<file path="src/hdl/cpc_pkg.sv">
// Purpose: Constants for the clock and synthesiser controller
// Assumes: Registers sit at byte address four times their index
// Notes:   Reset values of all control registers are zero
package cpc_pkg;
  // ****************************************
  // Bus and register map
  // ****************************************
  localparam int         ADDR_W      = 10;
  localparam logic [7:0] IDX_CLOCK_DOUBLE_CONTROL_0  = 8'h8f;
  localparam logic [7:0] IDX_SYNCTL  = 8'ha3;
  localparam logic [7:0] IDX_SYNDIV  = 8'ha4;
  localparam logic [7:0] IDX_CLOCK_DOUBLE_CONTROL_1  = 8'haf;
  localparam logic [7:0] IDX_PWR     = 8'h87;
  localparam logic [1:0] RESP_OKAY   = 2'b00;
  localparam logic [1:0] RESP_SLVERR = 2'b10;
  // ****************************************
  // Field positions and reset values
  // ****************************************
  localparam int         EXTERNAL_48M_SELECT_BIT   = 2;
  localparam int         EN_BIT      = 1;
  localparam int         LOCK_BIT    = 0;
  localparam int         X2_BIT      = 0;
  localparam int         IDLE_BIT    = 0;
  localparam int         PD_BIT      = 1;
  localparam int         R_MSB       = 7;
  localparam int         R_LSB       = 4;
  localparam int         N_MSB       = 3;
  localparam int         N_LSB       = 0;
  localparam logic [7:0] REG_RST     = 8'h00;
  // ****************************************
  // Timing counts
  // ****************************************
  localparam int         LOCK_REFS   = 8;
  localparam int         CREDIT_W    = 8;
  // ****************************************
  // Lock tracking states, Gray along the path
  // ****************************************
  typedef enum logic [1:0] {
    CPC_OFF  = 2'b00,
    CPC_ACQ  = 2'b01,
    CPC_LOCK = 2'b11
  } cpc_lock_state_t;
endpackage

</file>
<file path="src/hdl/cpc_clock_pll_controller.sv">
// Purpose: Clock controller with digital frequency synthesiser model
// Assumes: Oscillator pin sampled on aclk, toggling far below aclk
// Notes:   Clock outputs are one-cycle enable pulses on aclk
//
// Functional notes
// - Make three clocks: CPU core, peripherals, USB controller.
// - Gate each clock according to the power reduction mode.
// - Oscillator input may carry an external 48 MHz clock instead.
// - Oscillator inverter off when synthesiser not feeding USB.
// - Synthesiser enable bit starts generation; clearing it stops.
// - Lock flag set once the loop has locked.
// - Phase detector compares N reference with R feedback, up/down.
//
// The AXI4-Lite interface to the registers was decided locally.
`timescale 1ns/1ps
module cpc_clock_pll_controller
#(
  parameter int LOCK_COUNT = cpc_pkg::LOCK_REFS
)
(
  // Clock and reset
  input  wire logic                      aclk,
  input  wire logic                      aresetn,
  // AXI4-Lite write
  input  wire logic [cpc_pkg::ADDR_W-1:0] s_axi_awaddr,
  input  wire logic                      s_axi_awvalid,
  output logic                           s_axi_awready,
  input  wire logic [31:0]               s_axi_wdata,
  input  wire logic [3:0]                s_axi_wstrb,
  input  wire logic                      s_axi_wvalid,
  output logic                           s_axi_wready,
  output logic [1:0]                     s_axi_bresp,
  output logic                           s_axi_bvalid,
  input  wire logic                      s_axi_bready,
  // AXI4-Lite read
  input  wire logic [cpc_pkg::ADDR_W-1:0] s_axi_araddr,
  input  wire logic                      s_axi_arvalid,
  output logic                           s_axi_arready,
  output logic [31:0]                    s_axi_rdata,
  output logic [1:0]                     s_axi_rresp,
  output logic                           s_axi_rvalid,
  input  wire logic                      s_axi_rready,
  // Oscillator pins
  input  wire logic                      osc_input_pin,
  output logic                           osc_output_pin,
  output logic                           osc_output_en,
  // Generated clock enables
  output logic                           cpu_clk_en,
  output logic                           periph_clk_en,
  output logic                           usb_clk_en,
  // Phase detector
  output logic                           phase_up,
  output logic                           phase_down
);
  import cpc_pkg::*;

  initial
  begin
    if (LOCK_COUNT < 1 || LOCK_COUNT > 255)
      $error("LOCK_COUNT out of range");
  end

  // ****************************************
  // Register bus
  // ****************************************
  logic [ADDR_W-1:0] aw_addr_ff;
  logic              aw_held_ff;
  logic [7:0]        w_data_ff;
  logic              w_en_ff;
  logic              w_held_ff;
  logic              bvalid_ff;
  logic [1:0]        bresp_ff;
  logic              rvalid_ff;
  logic [31:0]       rdata_ff;
  logic [1:0]        rresp_ff;
  logic [7:0]        clock_double_control_0_ff;
  logic [7:0]        clock_double_control_1_ff;
  logic [7:0]        pwr_ff;
  logic              external_48m_select_ff;
  logic              en_ff;
  logic [7:0]        div_ff;
  cpc_lock_state_t   state_ff;

  wire aw_take = s_axi_awvalid & s_axi_awready;
  wire w_take  = s_axi_wvalid & s_axi_wready;
  wire do_wr   = aw_held_ff & w_held_ff & ~bvalid_ff;
  wire [7:0] w_idx = aw_addr_ff[ADDR_W-1:2];
  wire [7:0] r_idx = s_axi_araddr[ADDR_W-1:2];
  wire wr_ck0  = do_wr & w_en_ff & (w_idx == IDX_CLOCK_DOUBLE_CONTROL_0);
  wire wr_ck1  = do_wr & w_en_ff & (w_idx == IDX_CLOCK_DOUBLE_CONTROL_1);
  wire wr_pwr  = do_wr & w_en_ff & (w_idx == IDX_PWR);
  wire wr_ctl  = do_wr & w_en_ff & (w_idx == IDX_SYNCTL);
  wire wr_div  = do_wr & w_en_ff & (w_idx == IDX_SYNDIV);
  wire w_hit   = (w_idx == IDX_CLOCK_DOUBLE_CONTROL_0) | (w_idx == IDX_CLOCK_DOUBLE_CONTROL_1) |
                 (w_idx == IDX_PWR) | (w_idx == IDX_SYNCTL) |
                 (w_idx == IDX_SYNDIV);
  wire locked  = (state_ff == CPC_LOCK);
  wire [7:0] ctl_rd = {5'h00, external_48m_select_ff, en_ff, locked};
  wire r_hit   = (r_idx == IDX_CLOCK_DOUBLE_CONTROL_0) | (r_idx == IDX_CLOCK_DOUBLE_CONTROL_1) |
                 (r_idx == IDX_PWR) | (r_idx == IDX_SYNCTL) |
                 (r_idx == IDX_SYNDIV);
  wire [7:0] r_val = (r_idx == IDX_CLOCK_DOUBLE_CONTROL_0) ? clock_double_control_0_ff :
                     (r_idx == IDX_CLOCK_DOUBLE_CONTROL_1) ? clock_double_control_1_ff :
                     (r_idx == IDX_PWR)    ? pwr_ff    :
                     (r_idx == IDX_SYNCTL) ? ctl_rd    :
                     (r_idx == IDX_SYNDIV) ? div_ff    : 8'h00;

  assign s_axi_awready = ~aw_held_ff & ~bvalid_ff;
  assign s_axi_wready  = ~w_held_ff & ~bvalid_ff;
  assign s_axi_arready = ~rvalid_ff;
  assign s_axi_bvalid  = bvalid_ff;
  assign s_axi_bresp   = bresp_ff;
  assign s_axi_rvalid  = rvalid_ff;
  assign s_axi_rdata   = rdata_ff;
  assign s_axi_rresp   = rresp_ff;

  always_ff @(posedge aclk)
  begin
    if (!aresetn)
    begin
      aw_held_ff <= 1'b0;
      w_held_ff  <= 1'b0;
      bvalid_ff  <= 1'b0;
      aw_addr_ff <= '0;
      w_data_ff  <= 8'h00;
      w_en_ff    <= 1'b0;
      bresp_ff   <= RESP_OKAY;
    end
    else
    begin
      if (aw_take)
        aw_addr_ff <= s_axi_awaddr;
      if (w_take)
      begin
        w_data_ff <= s_axi_wdata[7:0];
        w_en_ff   <= s_axi_wstrb[0];
      end
      aw_held_ff <= (aw_held_ff | aw_take) & ~do_wr;
      w_held_ff  <= (w_held_ff | w_take) & ~do_wr;
      if (do_wr)
        bresp_ff <= w_hit ? RESP_OKAY : RESP_SLVERR;
      bvalid_ff <= do_wr | (bvalid_ff & ~s_axi_bready);
    end
  end

  always_ff @(posedge aclk)
  begin
    if (!aresetn)
    begin
      rvalid_ff <= 1'b0;
      rdata_ff  <= 32'h0000_0000;
      rresp_ff  <= RESP_OKAY;
    end
    else if (s_axi_arvalid & s_axi_arready)
    begin
      rvalid_ff <= 1'b1;
      rdata_ff  <= {24'h00_0000, r_val};
      rresp_ff  <= r_hit ? RESP_OKAY : RESP_SLVERR;
    end
    else if (s_axi_rready)
      rvalid_ff <= 1'b0;
  end

  always_ff @(posedge aclk)
  begin
    if (!aresetn)
    begin
      clock_double_control_0_ff <= REG_RST;
      clock_double_control_1_ff <= REG_RST;
      pwr_ff    <= REG_RST;
      div_ff    <= REG_RST;
      external_48m_select_ff  <= 1'b0;
      en_ff     <= 1'b0;
    end
    else
    begin
      if (wr_ck0)
        clock_double_control_0_ff <= w_data_ff;
      if (wr_ck1)
        clock_double_control_1_ff <= w_data_ff;
      if (wr_pwr)
        pwr_ff <= w_data_ff;
      if (wr_div)
        div_ff <= w_data_ff;
      if (wr_ctl)
      begin
        external_48m_select_ff <= w_data_ff[EXTERNAL_48M_SELECT_BIT];
        en_ff    <= w_data_ff[EN_BIT];
      end
    end
  end

  // ****************************************
  // Oscillator and clock gating
  // ****************************************
  logic osc_prev_ff;
  logic half_ff;
  logic synth_pulse_ff;
  logic cpu_ff;
  logic per_ff;
  logic usb_ff;
  logic oout_ff;

  wire osc_tick  = osc_input_pin & ~osc_prev_ff;
  wire idle      = pwr_ff[IDLE_BIT];
  wire pdown     = pwr_ff[PD_BIT];
  // X2 passes every rising oscillator edge, otherwise every second one
  wire base_tick = osc_tick & (clock_double_control_0_ff[X2_BIT] | half_ff);
  wire usb_src   = external_48m_select_ff ? osc_tick : synth_pulse_ff;
  wire inv_on    = ~external_48m_select_ff;

  assign cpu_clk_en     = cpu_ff;
  assign periph_clk_en  = per_ff;
  assign usb_clk_en     = usb_ff;
  assign osc_output_pin = oout_ff;
  assign osc_output_en  = inv_on;

  always_ff @(posedge aclk)
  begin
    if (!aresetn)
    begin
      osc_prev_ff <= 1'b0;
      half_ff     <= 1'b0;
      oout_ff     <= 1'b0;
      cpu_ff      <= 1'b0;
      per_ff      <= 1'b0;
      usb_ff      <= 1'b0;
    end
    else
    begin
      osc_prev_ff <= osc_input_pin;
      oout_ff     <= ~osc_input_pin & inv_on;
      if (osc_tick)
        half_ff <= ~half_ff;
      cpu_ff <= base_tick & ~idle & ~pdown;
      per_ff <= base_tick & ~pdown;
      usb_ff <= usb_src & ~pdown;
    end
  end

  // ****************************************
  // Synthesiser: dividers, phase detector, lock
  // ****************************************
  logic [3:0]          ref_cnt_ff;
  logic [3:0]          fb_cnt_ff;
  logic [CREDIT_W-1:0] credit_ff;
  logic [2:0]          diff_ff;
  logic [7:0]          lock_cnt_ff;

  wire [3:0] r_fld   = div_ff[R_MSB:R_LSB];
  wire [3:0] n_fld   = div_ff[N_MSB:N_LSB];
  wire run           = en_ff & ~wr_div;
  wire ref_pulse     = run & osc_tick & (ref_cnt_ff == n_fld);
  wire nxt_pulse     = run & (credit_ff != '0);
  wire fb_pulse      = synth_pulse_ff & (fb_cnt_ff == r_fld);
  wire [CREDIT_W-1:0] add_val = ref_pulse ?
                       CREDIT_W'({1'b0, r_fld} + 5'h01) : '0;
  // Saturate rather than wrap if the oscillator runs too fast
  wire [CREDIT_W:0] sum = {1'b0, credit_ff} + {1'b0, add_val} -
                          {{CREDIT_W{1'b0}}, nxt_pulse};
  wire [CREDIT_W-1:0] nxt_credit = sum[CREDIT_W] ? '1 :
                                   sum[CREDIT_W-1:0];
  wire signed [2:0] diff = diff_ff;
  wire near_zero   = (diff >= -3'sd1) && (diff <= 3'sd1);
  wire [2:0] nxt_diff = (ref_pulse & ~fb_pulse & diff != 3'sd3) ?
                        diff_ff + 3'h1 :
                        (fb_pulse & ~ref_pulse & diff != 3'sh4) ?
                        diff_ff - 3'h1 : diff_ff;

  assign phase_up   = diff > 3'sd0;
  assign phase_down = diff < 3'sd0;

  always_ff @(posedge aclk)
  begin
    if (!aresetn || !run)
    begin
      ref_cnt_ff     <= 4'h0;
      fb_cnt_ff      <= 4'h0;
      credit_ff      <= '0;
      diff_ff        <= 3'h0;
      synth_pulse_ff <= 1'b0;
    end
    else
    begin
      if (osc_tick)
        ref_cnt_ff <= (ref_cnt_ff == n_fld) ? 4'h0 : ref_cnt_ff + 4'h1;
      if (synth_pulse_ff)
        fb_cnt_ff <= (fb_cnt_ff == r_fld) ? 4'h0 : fb_cnt_ff + 4'h1;
      credit_ff      <= nxt_credit;
      synth_pulse_ff <= nxt_pulse;
      diff_ff        <= nxt_diff;
    end
  end

  cpc_lock_state_t nxt_state;
  always_comb
  begin
    nxt_state = state_ff;
    case (state_ff)
      CPC_OFF:  nxt_state = CPC_ACQ;
      CPC_ACQ:
        if (ref_pulse && near_zero &&
            lock_cnt_ff == 8'(LOCK_COUNT - 1))
          nxt_state = CPC_LOCK;
      CPC_LOCK:
        if (!near_zero)
          nxt_state = CPC_ACQ;
      default:  nxt_state = CPC_OFF;
    endcase
    if (!run)
      nxt_state = CPC_OFF;
  end

  always_ff @(posedge aclk)
  begin
    if (!aresetn)
    begin
      state_ff    <= CPC_OFF;
      lock_cnt_ff <= 8'h00;
    end
    else
    begin
      state_ff <= nxt_state;
      if (!run || !near_zero || nxt_state != CPC_ACQ)
        lock_cnt_ff <= 8'h00;
      else if (ref_pulse)
        lock_cnt_ff <= lock_cnt_ff + 8'h01;
    end
  end
endmodule

</file>
<file path="config.mk">
export PLATFORM = sky130hd
export DESIGN_NAME = cpc_clock_pll_controller
export DESIGN_NICKNAME = d
export VERILOG_FILES = /design/src/hdl/cpc_pkg.sv /design/src/hdl/cpc_clock_pll_controller.sv
export SDC_FILE = /design/constraint.sdc
export NUM_CORES = 1
export LEC_CHECK = 0
export ABC_AREA = 0
export BUFFER_PORTS_ARGS = -buffer_cell sky130_fd_sc_hd__buf_4
export CORE_UTILIZATION = 30
export DETAILED_ROUTE_END_ITERATION = 8
export SLEW_MARGIN = 20
export SYNTH_ARGS = -nofsm -noshare
export SYNTH_HDL_FRONTEND = slang
export SYNTH_SLANG_ARGS = --single-unit
export TNS_END_PERCENT = 5
</file>
<file path="constraint.sdc">
create_clock -name aclk -period 3.43 [get_ports aclk]
set_input_delay 0.686 -clock aclk [delete_from_list [all_inputs] [get_ports aclk]]
set_output_delay 0.686 -clock aclk [all_outputs]
set_load 0.01 [all_outputs]
</file>
==> results of run 1 <==
-- sequential cells by signal, indices dropped and copies added, names as in the netlist, 2 cells and up --
| signal | count |
|---|---|
| pwr_ff | 8 |
| clock_double_control_0_ff | 8 |
| state_ff | 2 |
| aw_addr_ff | 8 |
| div_ff | 8 |
| fb_cnt_ff | 4 |
| lock_cnt_ff | 8 |
| clock_double_control_1_ff | 8 |
| s_axi_rdata | 8 |
| ref_cnt_ff | 4 |
| diff | 3 |
| credit_ff | 8 |
| w_data_ff | 8 |
-- cells in the final DEF (no fill, tap or decap), drive strengths merged, types with 7 or more instances in the layout --
master and instances:
a211oi 7, a21oi 46, and3 10, buf 66, clkbuf 9, conb 26, dfxtp 101, ha 20
inv 37, mux2i 50, nand2 55, nand2b 9, nand3 13, nor2 76, nor3 9, nor4 11
o21ai 13, xnor2 22
-- worst max-delay path, stage by stage (launching register included) --
cell and delay (ps):
dfxtp_1 340, and4bb_2 290, a41o_4 320, nor3_4 230
nand2b_1 110, ha_1 280, inv_1 40, ha_1 200
fa_1 390, a21oi_1 180, o21ai_0 160, a21oi_1 140
nand3b_1 140, buf_4 130, a31oi_1 70
-- through the flow --
step / setup TNS, ps / worst slack [ps] / std cells / cell area, sq um
floorplan: 0 / 367.4 / 621 / 5275
global placement: 0 / 205.2 / 857 / 5733
detailed placement: 0 / 218.0 / 857 / 5733
CTS: 0 / 225.3 / 873 / 6016
global route: -6.908 / -6.908 / 873 / 6018
finish: 0 / 249.3 / 873 / 6018
-- cells by family after synthesis --
family | count (synthesis) | synth area share (%)
xor gates and xnor gates | 27 | 4.564
AOI/OAI and AO/OA | 95 | 11.62
and+or+nand+nor | 216 | 20.96
adders and majority gates | 22 | 5.603
DFF | 101 | 39.02
buffers and inverters | 84 | 8.500
muxes | 50 | 9.660
other | 1 | 0.07238
-- power groups by stage --
stage	registers (mW)	clock network, mW	logic (mW)
final	1.23	0.982	0.182
after global placement	1.25	0	0.181
after CTS	1.23	1.01	0.183
after global routing	1.23	1.06	0.203
after detailed placement	1.25	0	0.183
after floorplan	1.25	0	0.123
-- layer usage --
layer  global-route usage, %  part of all wire, %  vias to the layer above
met3                   3.919                  4.3                        7
met1                   17.23                   49                     1864
met5                       0                    0                        -
met4                   3.977                  1.2                        0
li1                        -                    -                     2108
met2                   21.12                   45                       66
-- layout make-up --
type / count / area [sq um] / area share (%)
clock inverters: 7 / 57.56 / 0.9563
inverters: 34 / 127.6 / 2.121
well taps: 220 / 275.3 / 4.574
clock buffers: 9 / 225.2 / 3.742
repair buffers: 66 / 495.5 / 8.233
flip-flops and latches: 101 / 2023 / 33.62
multi-input cells: 436 / 2814 / 46.76
-- repair_timing --
item                       in CTS  in global routing
hold buffers                    0                  0
resized for setup               0                  2
setup endpoints to repair       0                  3
-- path summary, 6_finish.rpt --
check	startpoint	to	slack [ps]	cells after the start
max reg2reg	aw_addr_ff[6]$_SDFFE_PN0P_	credit_ff[7]$_SDFF_PP0_	250	14
max	aw_addr_ff[6]$_SDFFE_PN0P_	credit_ff[7]$_SDFF_PP0_	250	14
min reg2reg	w_en_ff$_SDFFE_PN0P_	w_en_ff$_SDFFE_PN0P_	460	2
min	w_en_ff$_SDFFE_PN0P_	w_en_ff$_SDFFE_PN0P_	460	2
==> summary.md, run 1 <==
| Metric | Value |
|---|---|
| Final count of negative-setup-slack endpoints | 0 |
| RSZ-0062 raised after global routing | yes |
| Clock Sinks | between 100 and 150 |
| Max Slew Vio Count | 0 |
| Switch Pwr | between 0.6 and 0.7 mW |
| GP Congestion | 0.8039 |
| Critical Path AT | between 3000 and 4000 ps |
| Std-Cell Core Area | 16,700 sq um |
| Post-Syn Area per Cell | 8.693 sq um |
| Total number of vias | 4,045 |
| Post-synth cell types | 56 |
| Total routed wirelength | 11,130 um |
| Gr usage total | between 10% and 20% |
| WHS | roughly 460 ps |
| EDFF count, synth | 0 |
| Switching share of power | about a quarter |
| Outcome | finished, final reports clean |
| Most frequent cell after synthesis | dfxtp_1 |
| Worst slew margin | 28.46% |
| Pin count of the biggest net entering global routing | 63 |
| Post-synth top area cell | dfxtp_1 |
| Critical Path Fanout Max | 8 |
| Drt drc | 0 |
| Final nets | approximately 730 |
| Register bit total from synthesis | 101 |
| Final hold vios | 0 |
| Post-synth top cells | 101 x dfxtp_1, 76 x nor2_1, 55 x nand2_1, 50 x mux2i_1, 46 x a21oi_1 |
| Routed Antenna Nets | 0 |
| Io pins | roughly 110 |
| Antenna violations before repair | 0 |
| Gate power share | 7.6% |
| Power Density | about 400 nW/um^2 |
| # fillers | between 1,500 and 2,000 |
| Antenna diodes | 0 |
| Clk_lat worst skew | between 300 and 400 ps |
| Final Util | 36.04% |
| Clk pwr share | about two fifths |
| First-pass GRT wire length | about 19,000 um |
| DR vias/cell | around 4.6 |
| Highest clock rate | 314.4 MHz |
| Routed len/inst | around 13 um |
| Crit path kind | flip-flop to flip-flop |
| Post-synthesis cell area | 5181 sq um |
| Die Wd | around 130 um |
| P&R area growth vs syn | 16.16% |
| Die area | roughly 18,000 sq um |
| Clock transition at the registers of the reported paths | 70 ps |
| Final HPWL from detailed placement | 8077 um |
| Mapped Cells | between 500 and 600 |
| Top_reg_cell synth | dfxtp_1 |
| Max Clock Skew | ~8 ps |
| Port Buf Inserts | between 50 and 60 |
| Vias in the first global route | between 3,000 and 4,000 |
| Pre-antenna DRT Iters | 4 |
| MaxCap Viol Count | 0 |
| Fin crit period | 3181 ps |
| Die Y | 133.4 um |
| Sequential share of power | 51.3% |
| CTS H-tree depth | 3 |
| Synth area leaders | dfxtp_1 39%, mux2i_1 9.7%, nor2_1 5.5%, ha_1 4.8%, a21oi_1 4.4% |
| Layout cell share with drive strength beyond 1 | 14.55% |
| Share of the synthesized area in the top cell type | between 30% and 40% |
| CTS max path bufs | 2 |
| # rows | between 40 and 50 |
| Syn. warnings | 0 |
| Peak VDD IR | roughly 240 uV |
| Final Power | between 2 and 2.5 mW |
| CTS Buf Count | 9 |
| Worst setup EP type | flip-flop |
| Crit path launch type | flip-flop |
| GRT overflow | 0 |
| CTS root buf | clkbuf_16 |
| Initial core utilization | a little under a third |
| Internal power component | between 1.5 and 2 mW |
| Worst min path class | flip-flop to flip-flop |
| WP data required | roughly 3700 ps |
| DRT iter0 DRCs | roughly 200 |
| Seq/Total Area, Yosys | just under 40% |
| CTS tree | done |
| Worst Tran Pin Value | around 1100 ps |
| Post-CTS setup buffers | 0 |
| Asr flop ratio synth | 0% |
| Static Leak | 2.403 nW |
| Part of the cycle the worst path needs | between 90 and 100% |
Note: power is estimated with default switching activity, not from simulation.
==> run 2: changes to the inputs <==
- BUFFER_PORTS_ARGS: -buffer_cell sky130_fd_sc_hd__buf_4 -> -buffer_cell sky130_fd_sc_hd__buf_2
==> run 2 against run 1 <==
Compared with the run above: combinational power decreased by 11%; worst hold slack improved by 2.4 ps; critical endpoint is now credit_ff[1]$_SDFF_PP0_; critical path type unchanged; core utilization decreased by 0.85 points.
==> summary.md, run 2 (same netlist as run 1, synthesis figures left out) <==
| Metric | Value |
|---|---|
| Part of the cycle the worst path needs | 92.23% (-0.50 points) |
| Pin count of the biggest net entering global routing | 63 (unchanged) |
| Switch Pwr | 0.5610 mW (-8.1%) |
| Final count of negative-setup-slack endpoints | 0 (unchanged) |
| DP Cell Count | 855 (-0.23%) |
| Worst min path class | flip-flop to flip-flop |
| Dpl ws | 178.6 ps (-39.42 ps) |
| Io pins | 112 (unchanged) |
| Outcome | finished, final reports clean |
| Port Buf Inserts | 54 (unchanged) |
| Critical-path top delay cell | fa_1 |
| Antenna violations before repair | 0 (unchanged) |
| Gr usage total | 12.89% (-0.37 points) |
| CTS Buf Count | 9 (unchanged) |
| Clk pwr share | 41.7% (+0.6 points) |
| Highest clock rate | 316.1 MHz (+0.54%) |
| RSZ-0062 raised after global routing | no |
| Crit path launch type | flip-flop |
| Internal power component | 1.821 mW (+2.3%) |
| Worst Path Buf+Inv | 2 (unchanged) |
| Die area | 17,800 sq um (unchanged) |
| WHS | 464.7 ps (+2.430 ps) |
| Pre-antenna DRT Iters | 4 (unchanged) |
| DR vias/cell | 4.704 (+1.5%) |
| Commonest non-fill, non-tap cell in the layout | dfxtp_1 |
| Total number of vias | 4,097 (+1.3%) |
| # rows | 47 (unchanged) |
| Final hold vios | 0 (unchanged) |
| P&R area growth vs syn | 13.40% |
| Worst Tran Pin Value | 1087 ps (+15.57 ps) |
| Crit path largest cell delay | 390 ps (about the same) |
| Setup WS post-layout | 266.6 ps (+17.21 ps) |
| Clock transition at the registers of the reported paths | 70 ps (about the same) |
| Final nets | 733 (-0.14%) |
| Total routed wirelength | 11,040 um (-0.85%) |
| Drt drc | 0 (unchanged) |
| GRT overflow | 0 (unchanged) |
| Post-route cell area | 5876 sq um (-2.4%) |
| Critical path, cell by cell | and2b_1, a41o_4, nor3_4, nand2b_1, ha_1, inv_1, ha_1, fa_1, a21oi_1, o21ai_1, a21oi_1, nand3b_1, buf_4, a21oi_1 |
| # fillers | 1,771 (+0.056%) |
| Switching share of power | 23.55% (-2.0 points) |
| Commonest non-fill, non-tap cells in the layout | 100 x dfxtp_1, 76 x nor2_1, 55 x nand2_1 |
| Worst slew margin | 27.52% (-0.93 points) |
| MaxCap Viol Count | 0 (unchanged) |
| DRT iter0 DRCs | 191 (-5.4%) |
| Cells on worst reg2reg path | 14 (unchanged) |
| Die Y | 133.4 um (unchanged) |
| CTS H-tree depth | 3 (unchanged) |
| Clk_lat worst skew | 340 ps (-20 ps) |
| Antenna diodes | 0 (unchanged) |
| Placed Area | 5583 sq um (-2.6%) |
| Clock Sinks | 101 (unchanged) |
| GP Congestion | 0.7826 (-2.6%) |
| Sequential share of power | 51.5% (+0.2 points) |
| Critical Path Fanout Max | 8 (unchanged) |
| Top delay family on crit path | adder cells |
| Layout cell share with drive strength beyond 1 | 13.98% (-0.57 points) |
| Final std cells w/o fill | 871 (-0.23%) |
| Static Leak | 2.361 nW (-1.7%) |
| Initial core utilization | 31.02% (unchanged) |
| Crit path kind | flip-flop to flip-flop |
| Fin crit period | 3163 ps (-17.21 ps) |
| Setup TNS | 0 ps (unchanged) |
| Die Wd | 133.4 um (unchanged) |
| Peak VDD IR | 247.1 uV (+3.5%) |
| Most used cell, CP | a21oi_1 |
| Hold Crit Depth | 2 (unchanged) |
| Gate power share | 6.8% (-0.8 points) |
| Routed Antenna Nets | 0 (unchanged) |
| Vias in the first global route | 3,783 (+0.34%) |
| Critical Path AT | 3390 ps (-30 ps) |
| Max Clock Skew | 10.16 ps (+2.148 ps) |
| Routed len/inst | 12.67 um (-0.63%) |
| WP data required | 3650 ps (about the same) |
| Worst setup EP type | flip-flop |
| Final HPWL from detailed placement | 7986 um (-1.1%) |
| CTS max path bufs | 2 (unchanged) |
| CP Depth | 14 (unchanged) |
| Std-Cell Core Area | 16,700 sq um (unchanged) |
| CTS root buf | clkbuf_16 |
| Power Density | 405.4 nW/um^2 (+2.1%) |
| CTS tree | done |
| First-pass GRT wire length | 18,470 um (-0.96%) |
| Max Slew Vio Count | 0 (unchanged) |
-- run 2: changes by cell type in the layout (fill, tap and decap cells not counted), sizes merged --
cell | before | now
bufinv | 0 | 1
inv | 37 | 34
clkinv | 2 | 1
buf | 66 | 65
clkbuf | 9 | 11
-- run 2: routing by layer --
metal	up-vias	share of wire, %	routed length [um]	global-route usage [%]
li1	2106	-	-	-
met1	1902	48	5285	16.71
met2	79	47	5133	21.24
met3	10	4.6	513	3.463
met4	0	0.93	103	3.030
met5	-	0	0	0
-- run 2: final cells by class --
class,instances,area (sq um),share of cell area [%]
timing repair buffer,65,352.8,6.005
clock buffer,11,232.7,3.961
sequential,101,2023,34.43
inverter,34,127.6,2.172
clock inverter,4,50.05,0.8518
tap,220,275.3,4.685
multi-input combinational,436,2814,47.89
-- run 2: path summary, 6_finish.rpt --
| kind | startpoint | to | slack (ps) |
|---|---|---|---|
| setup reg to reg | aw_addr_ff[5]$_SDFFE_PN0P_ | credit_ff[1]$_SDFF_PP0_ | 270 |
| hold reg to reg | w_en_ff$_SDFFE_PN0P_ | w_en_ff$_SDFFE_PN0P_ | 460 |
| hold / removal | w_en_ff$_SDFFE_PN0P_ | w_en_ff$_SDFFE_PN0P_ | 460 |
| setup / recovery | aw_addr_ff[5]$_SDFFE_PN0P_ | credit_ff[1]$_SDFF_PP0_ | 270 |
-- run 2: timing repair --
item                                    4_1_cts  5_1_grt
setup buffers                                 0        1
resized for setup                             0        3
endpoints found under the hold margin         0        0
hold buffers                                  0        0
endpoints found under the setup margin        0        7
-- run 2: stage by stage --
step | utilization [%] | power, mW
final | 35.18 | 2.382
after global routing | 35.18 | 2.486
after CTS | 35.12 | 2.406
after detailed placement | 33.43 | 1.415
after global placement | 33.43 | 1.414
after floorplan | - | 1.374
-- run 2: power groups by stage --
stage	clock network (mW)	logic [mW]	registers, mW
after CTS	1.02	0.163	1.23
after global routing	1.08	0.181	1.23
after detailed placement	0	0.162	1.25
after floorplan	0	0.123	1.25
after global placement	0	0.161	1.25
final	0.993	0.162	1.23
-- run 2: worst reg2reg max path, stage by stage, from the launching register on --
cell and delay [ps]:
dfxtp_2 370, and2b_1 250, a41o_4 340, nor3_4 290
nand2b_1 100, ha_1 270, inv_1 50, ha_1 200
fa_1 390, a21oi_1 190, o21ai_1 120, a21oi_1 120
nand3b_1 150, buf_4 150, a21oi_1 60
==> run 3: changes to the inputs <==
- CORE_UTILIZATION: 30 -> 55
- PLACE_DENSITY: default -> 0.81
==> run 3 against run 2 <==
Compared with the run above: cell area down 3.9%; core utilization grew 26 points; sequential cell count unchanged; die area fell by 45%; wire length is 2.9% lower; first-iteration DRC count decreased by 12%; clock skew shrank 1.7 ps; highest routed layer unchanged.
==> summary.md, run 3 (same netlist as run 1, synthesis figures left out) <==
| Metric | Value |
|---|---|
| Clock Sinks | 101 (unchanged) |
| MaxCap Viol Count | 0 (unchanged) |
| Static Leak | 2.325 nW (-1.5%) |
| Peak VDD IR | 199.3 uV (-19%) |
| R2R Path End | credit_ff[7]$_SDFF_PP0_ |
| Critical Path AT | 3570 ps (+180 ps) |
| Initial core utilization | 56.34% (+25 points) |
| WP data required | 3720 ps (+70 ps) |
| Total number of vias | 4,187 (+2.2%) |
| Total routed wirelength | 10,720 um (-2.9%) |
| Fin crit period | 3277 ps (+113.2 ps) |
| Final Power | 2.150 mW (-9.7%) |
| Worst min path class | flip-flop to flip-flop |
| Max Clock Skew | 8.426 ps (-1.729 ps) |
| # rows | 35 (-26%) |
| DRT iter0 DRCs | 169 (-12%) |
| CTS H-tree depth | 3 (unchanged) |
| Die Wd | 99.06 um (-26%) |
| Hold_sp | w_en_ff$_SDFFE_PN0P_ |
| Port Buf Inserts | 54 (unchanged) |
| Outcome | finished, final reports clean |
| Antenna diodes | 0 (unchanged) |
| Power Density | 380.7 nW/um^2 (-6.1%) |
| Post-route met1 wirelength | 4767 um (-9.8%) |
| CTS max path bufs | 2 (unchanged) |
| Clock transition at the registers of the reported paths | 90 ps (+20 ps) |
| Io pins | 112 (unchanged) |
| Routed Antenna Nets | 0 (unchanged) |
| Std-Cell Core Area | 9196 sq um (-45%) |
| Critical path endpoint | credit_ff[7]$_SDFF_PP0_ |
| Antenna violations before repair | 0 (unchanged) |
| Worst Tran Pin Value | 1007 ps (-80.42 ps) |
| Crit path launch type | flip-flop |
| Pre-antenna DRT Iters | 4 (unchanged) |
| CTS Buf Count | 9 (unchanged) |
| GRT overflow | 0 (unchanged) |
| Critical path, cell by cell | and2b_1, a41o_4, nor3_4, buf_4, nand2_1, ha_1, inv_1, ha_1, inv_1, o211ai_1, a2111oi_1, or4_1, a31oi_1 |
| Final hold vios | 0 (unchanged) |
| Worst setup EP type | flip-flop |
| Layout cell share with drive strength beyond 1 | 14.15% (+0.18 points) |
| Crit path largest cell delay | 470 ps (+80 ps) |
| P&R area growth vs syn | 9.008% |
| Part of the cycle the worst path needs | 95.53% (+3.3 points) |
| Crit path kind | flip-flop to flip-flop |
| Critical-path top delay cell | or4_1 |
| Setup TNS | 0 ps (unchanged) |
| CP Launch Point | aw_addr_ff[5]$_SDFFE_PN0P_ |
| CTS tree | done |
| Max Slew Vio Count | 0 (unchanged) |
| Met2 wire len | 5386 um (+4.9%) |
| Drt drc | 0 (unchanged) |
| Clk_lat worst skew | 360 ps (+20 ps) |
| Highest clock rate | 305.2 MHz (-3.5%) |
| Commonest non-fill, non-tap cells in the layout | 99 x dfxtp_1, 76 x nor2_1, 55 x nand2_1 |
| Met3 WL | 391 um (-24%) |
| DR top layer | met4 |
| Final count of negative-setup-slack endpoints | 0 (unchanged) |
| Cells on worst reg2reg path | 13 (-1) |
| Commonest non-fill, non-tap cell in the layout | dfxtp_1 |
| Die area | 9813 sq um (-45%) |
| Pin count of the biggest net entering global routing | 63 (unchanged) |
| Worst slew margin | 32.78% (+5.3 points) |
| Reg2reg start | aw_addr_ff[5]$_SDFFE_PN0P_ |
| Routed len/inst | 14.08 um (+11%) |
| Final nets | 731 (-0.27%) |
| DR vias/cell | 5.502 (+17%) |
| Flop2flop setup slack | 150 ps (-110 ps) |
| Final HPWL from detailed placement | 7880 um (-1.3%) |
| First-pass GRT wire length | 17,770 um (-3.8%) |
| Die Y | 99.06 um (-26%) |
| Gr usage total | 22.60% (+9.7 points) |
| Vias in the first global route | 3,939 (+4.1%) |
| GP Congestion | 0.8119 (+3.7%) |
| Critical Path Fanout Max | 8 (unchanged) |
| Hold buffer count at cts | 0 (unchanged) |
| CTS root buf | clkbuf_8 |
==> run 3: report_power, final <==
part           internal, mW  switching, mW  leakage [nW]
clock network         0.364          0.403         0.101
registers              1.20         0.0264         0.820
logic                0.0575         0.0989          1.40
total                  1.62          0.529          2.32
==> run 3: cell type report <==
cell class,count,area (sq um)
fillers,786,3548
multi-input cells,436,2818
flip-flops and latches,101,2024
repair buffers,63,337.8
clock buffers,12,145.1
well taps,111,138.9
inverters,34,127.6
clock inverters,4,56.30
==> run 3: worst min path at each step <==
stage / end / slack [ps] / depth (start not counted)
6_report: w_en_ff$_SDFFE_PN0P_ / 480 / 2
4_1_cts: w_en_ff$_SDFFE_PN0P_ / 470 / 2
2_1_floorplan: cpu_clk_en$_SDFF_PN0_ / 420 / 1
3_5_place_dp: w_en_ff$_SDFFE_PN0P_ / 460 / 2
3_3_place_gp: aw_addr_ff[9]$_SDFFE_PN0P_ / 460 / 2
5_1_grt: osc_output_pin$_SDFF_PN0_ / 500 / 2
==> run 3: timing repair <==
| item | 4_1_cts | 5_1_grt |
|---|---|---|
| buffers inserted | 0 | 3 |
| setup endpoints to repair | 0 | 7 |
| resized for setup | 0 | 5 |
==> run 3: stage by stage <==
step	setup WS, ps	cell area, sq um	utilization (%)	cells	hold WS (ps)
after floorplan	367.4	5275	-	621	422.9
after CTS	93.91	5618	61.09	758	474.9
after global routing	-52.45	5648	61.42	761	500.3
final	153.3	5648	61.42	761	476.2
after global placement	180.9	5416	58.90	742	461.2
after detailed placement	128.2	5416	58.90	742	462.3
==> run 3: critical path: cells and delay by family, from the launching register on <==
kind	cells	cell delay [ps]
flops	1	380
simple gates	4	1060
fa+ha+maj	2	620
buf+inv	3	280
compound gates	4	860
==> run 3: per-layer routing <==
metal	vias up	GRT usage [%]
li1	2106	-
met1	1963	28.07
met2	102	38.68
met3	16	3.759
met4	0	9.955
met5	-	0
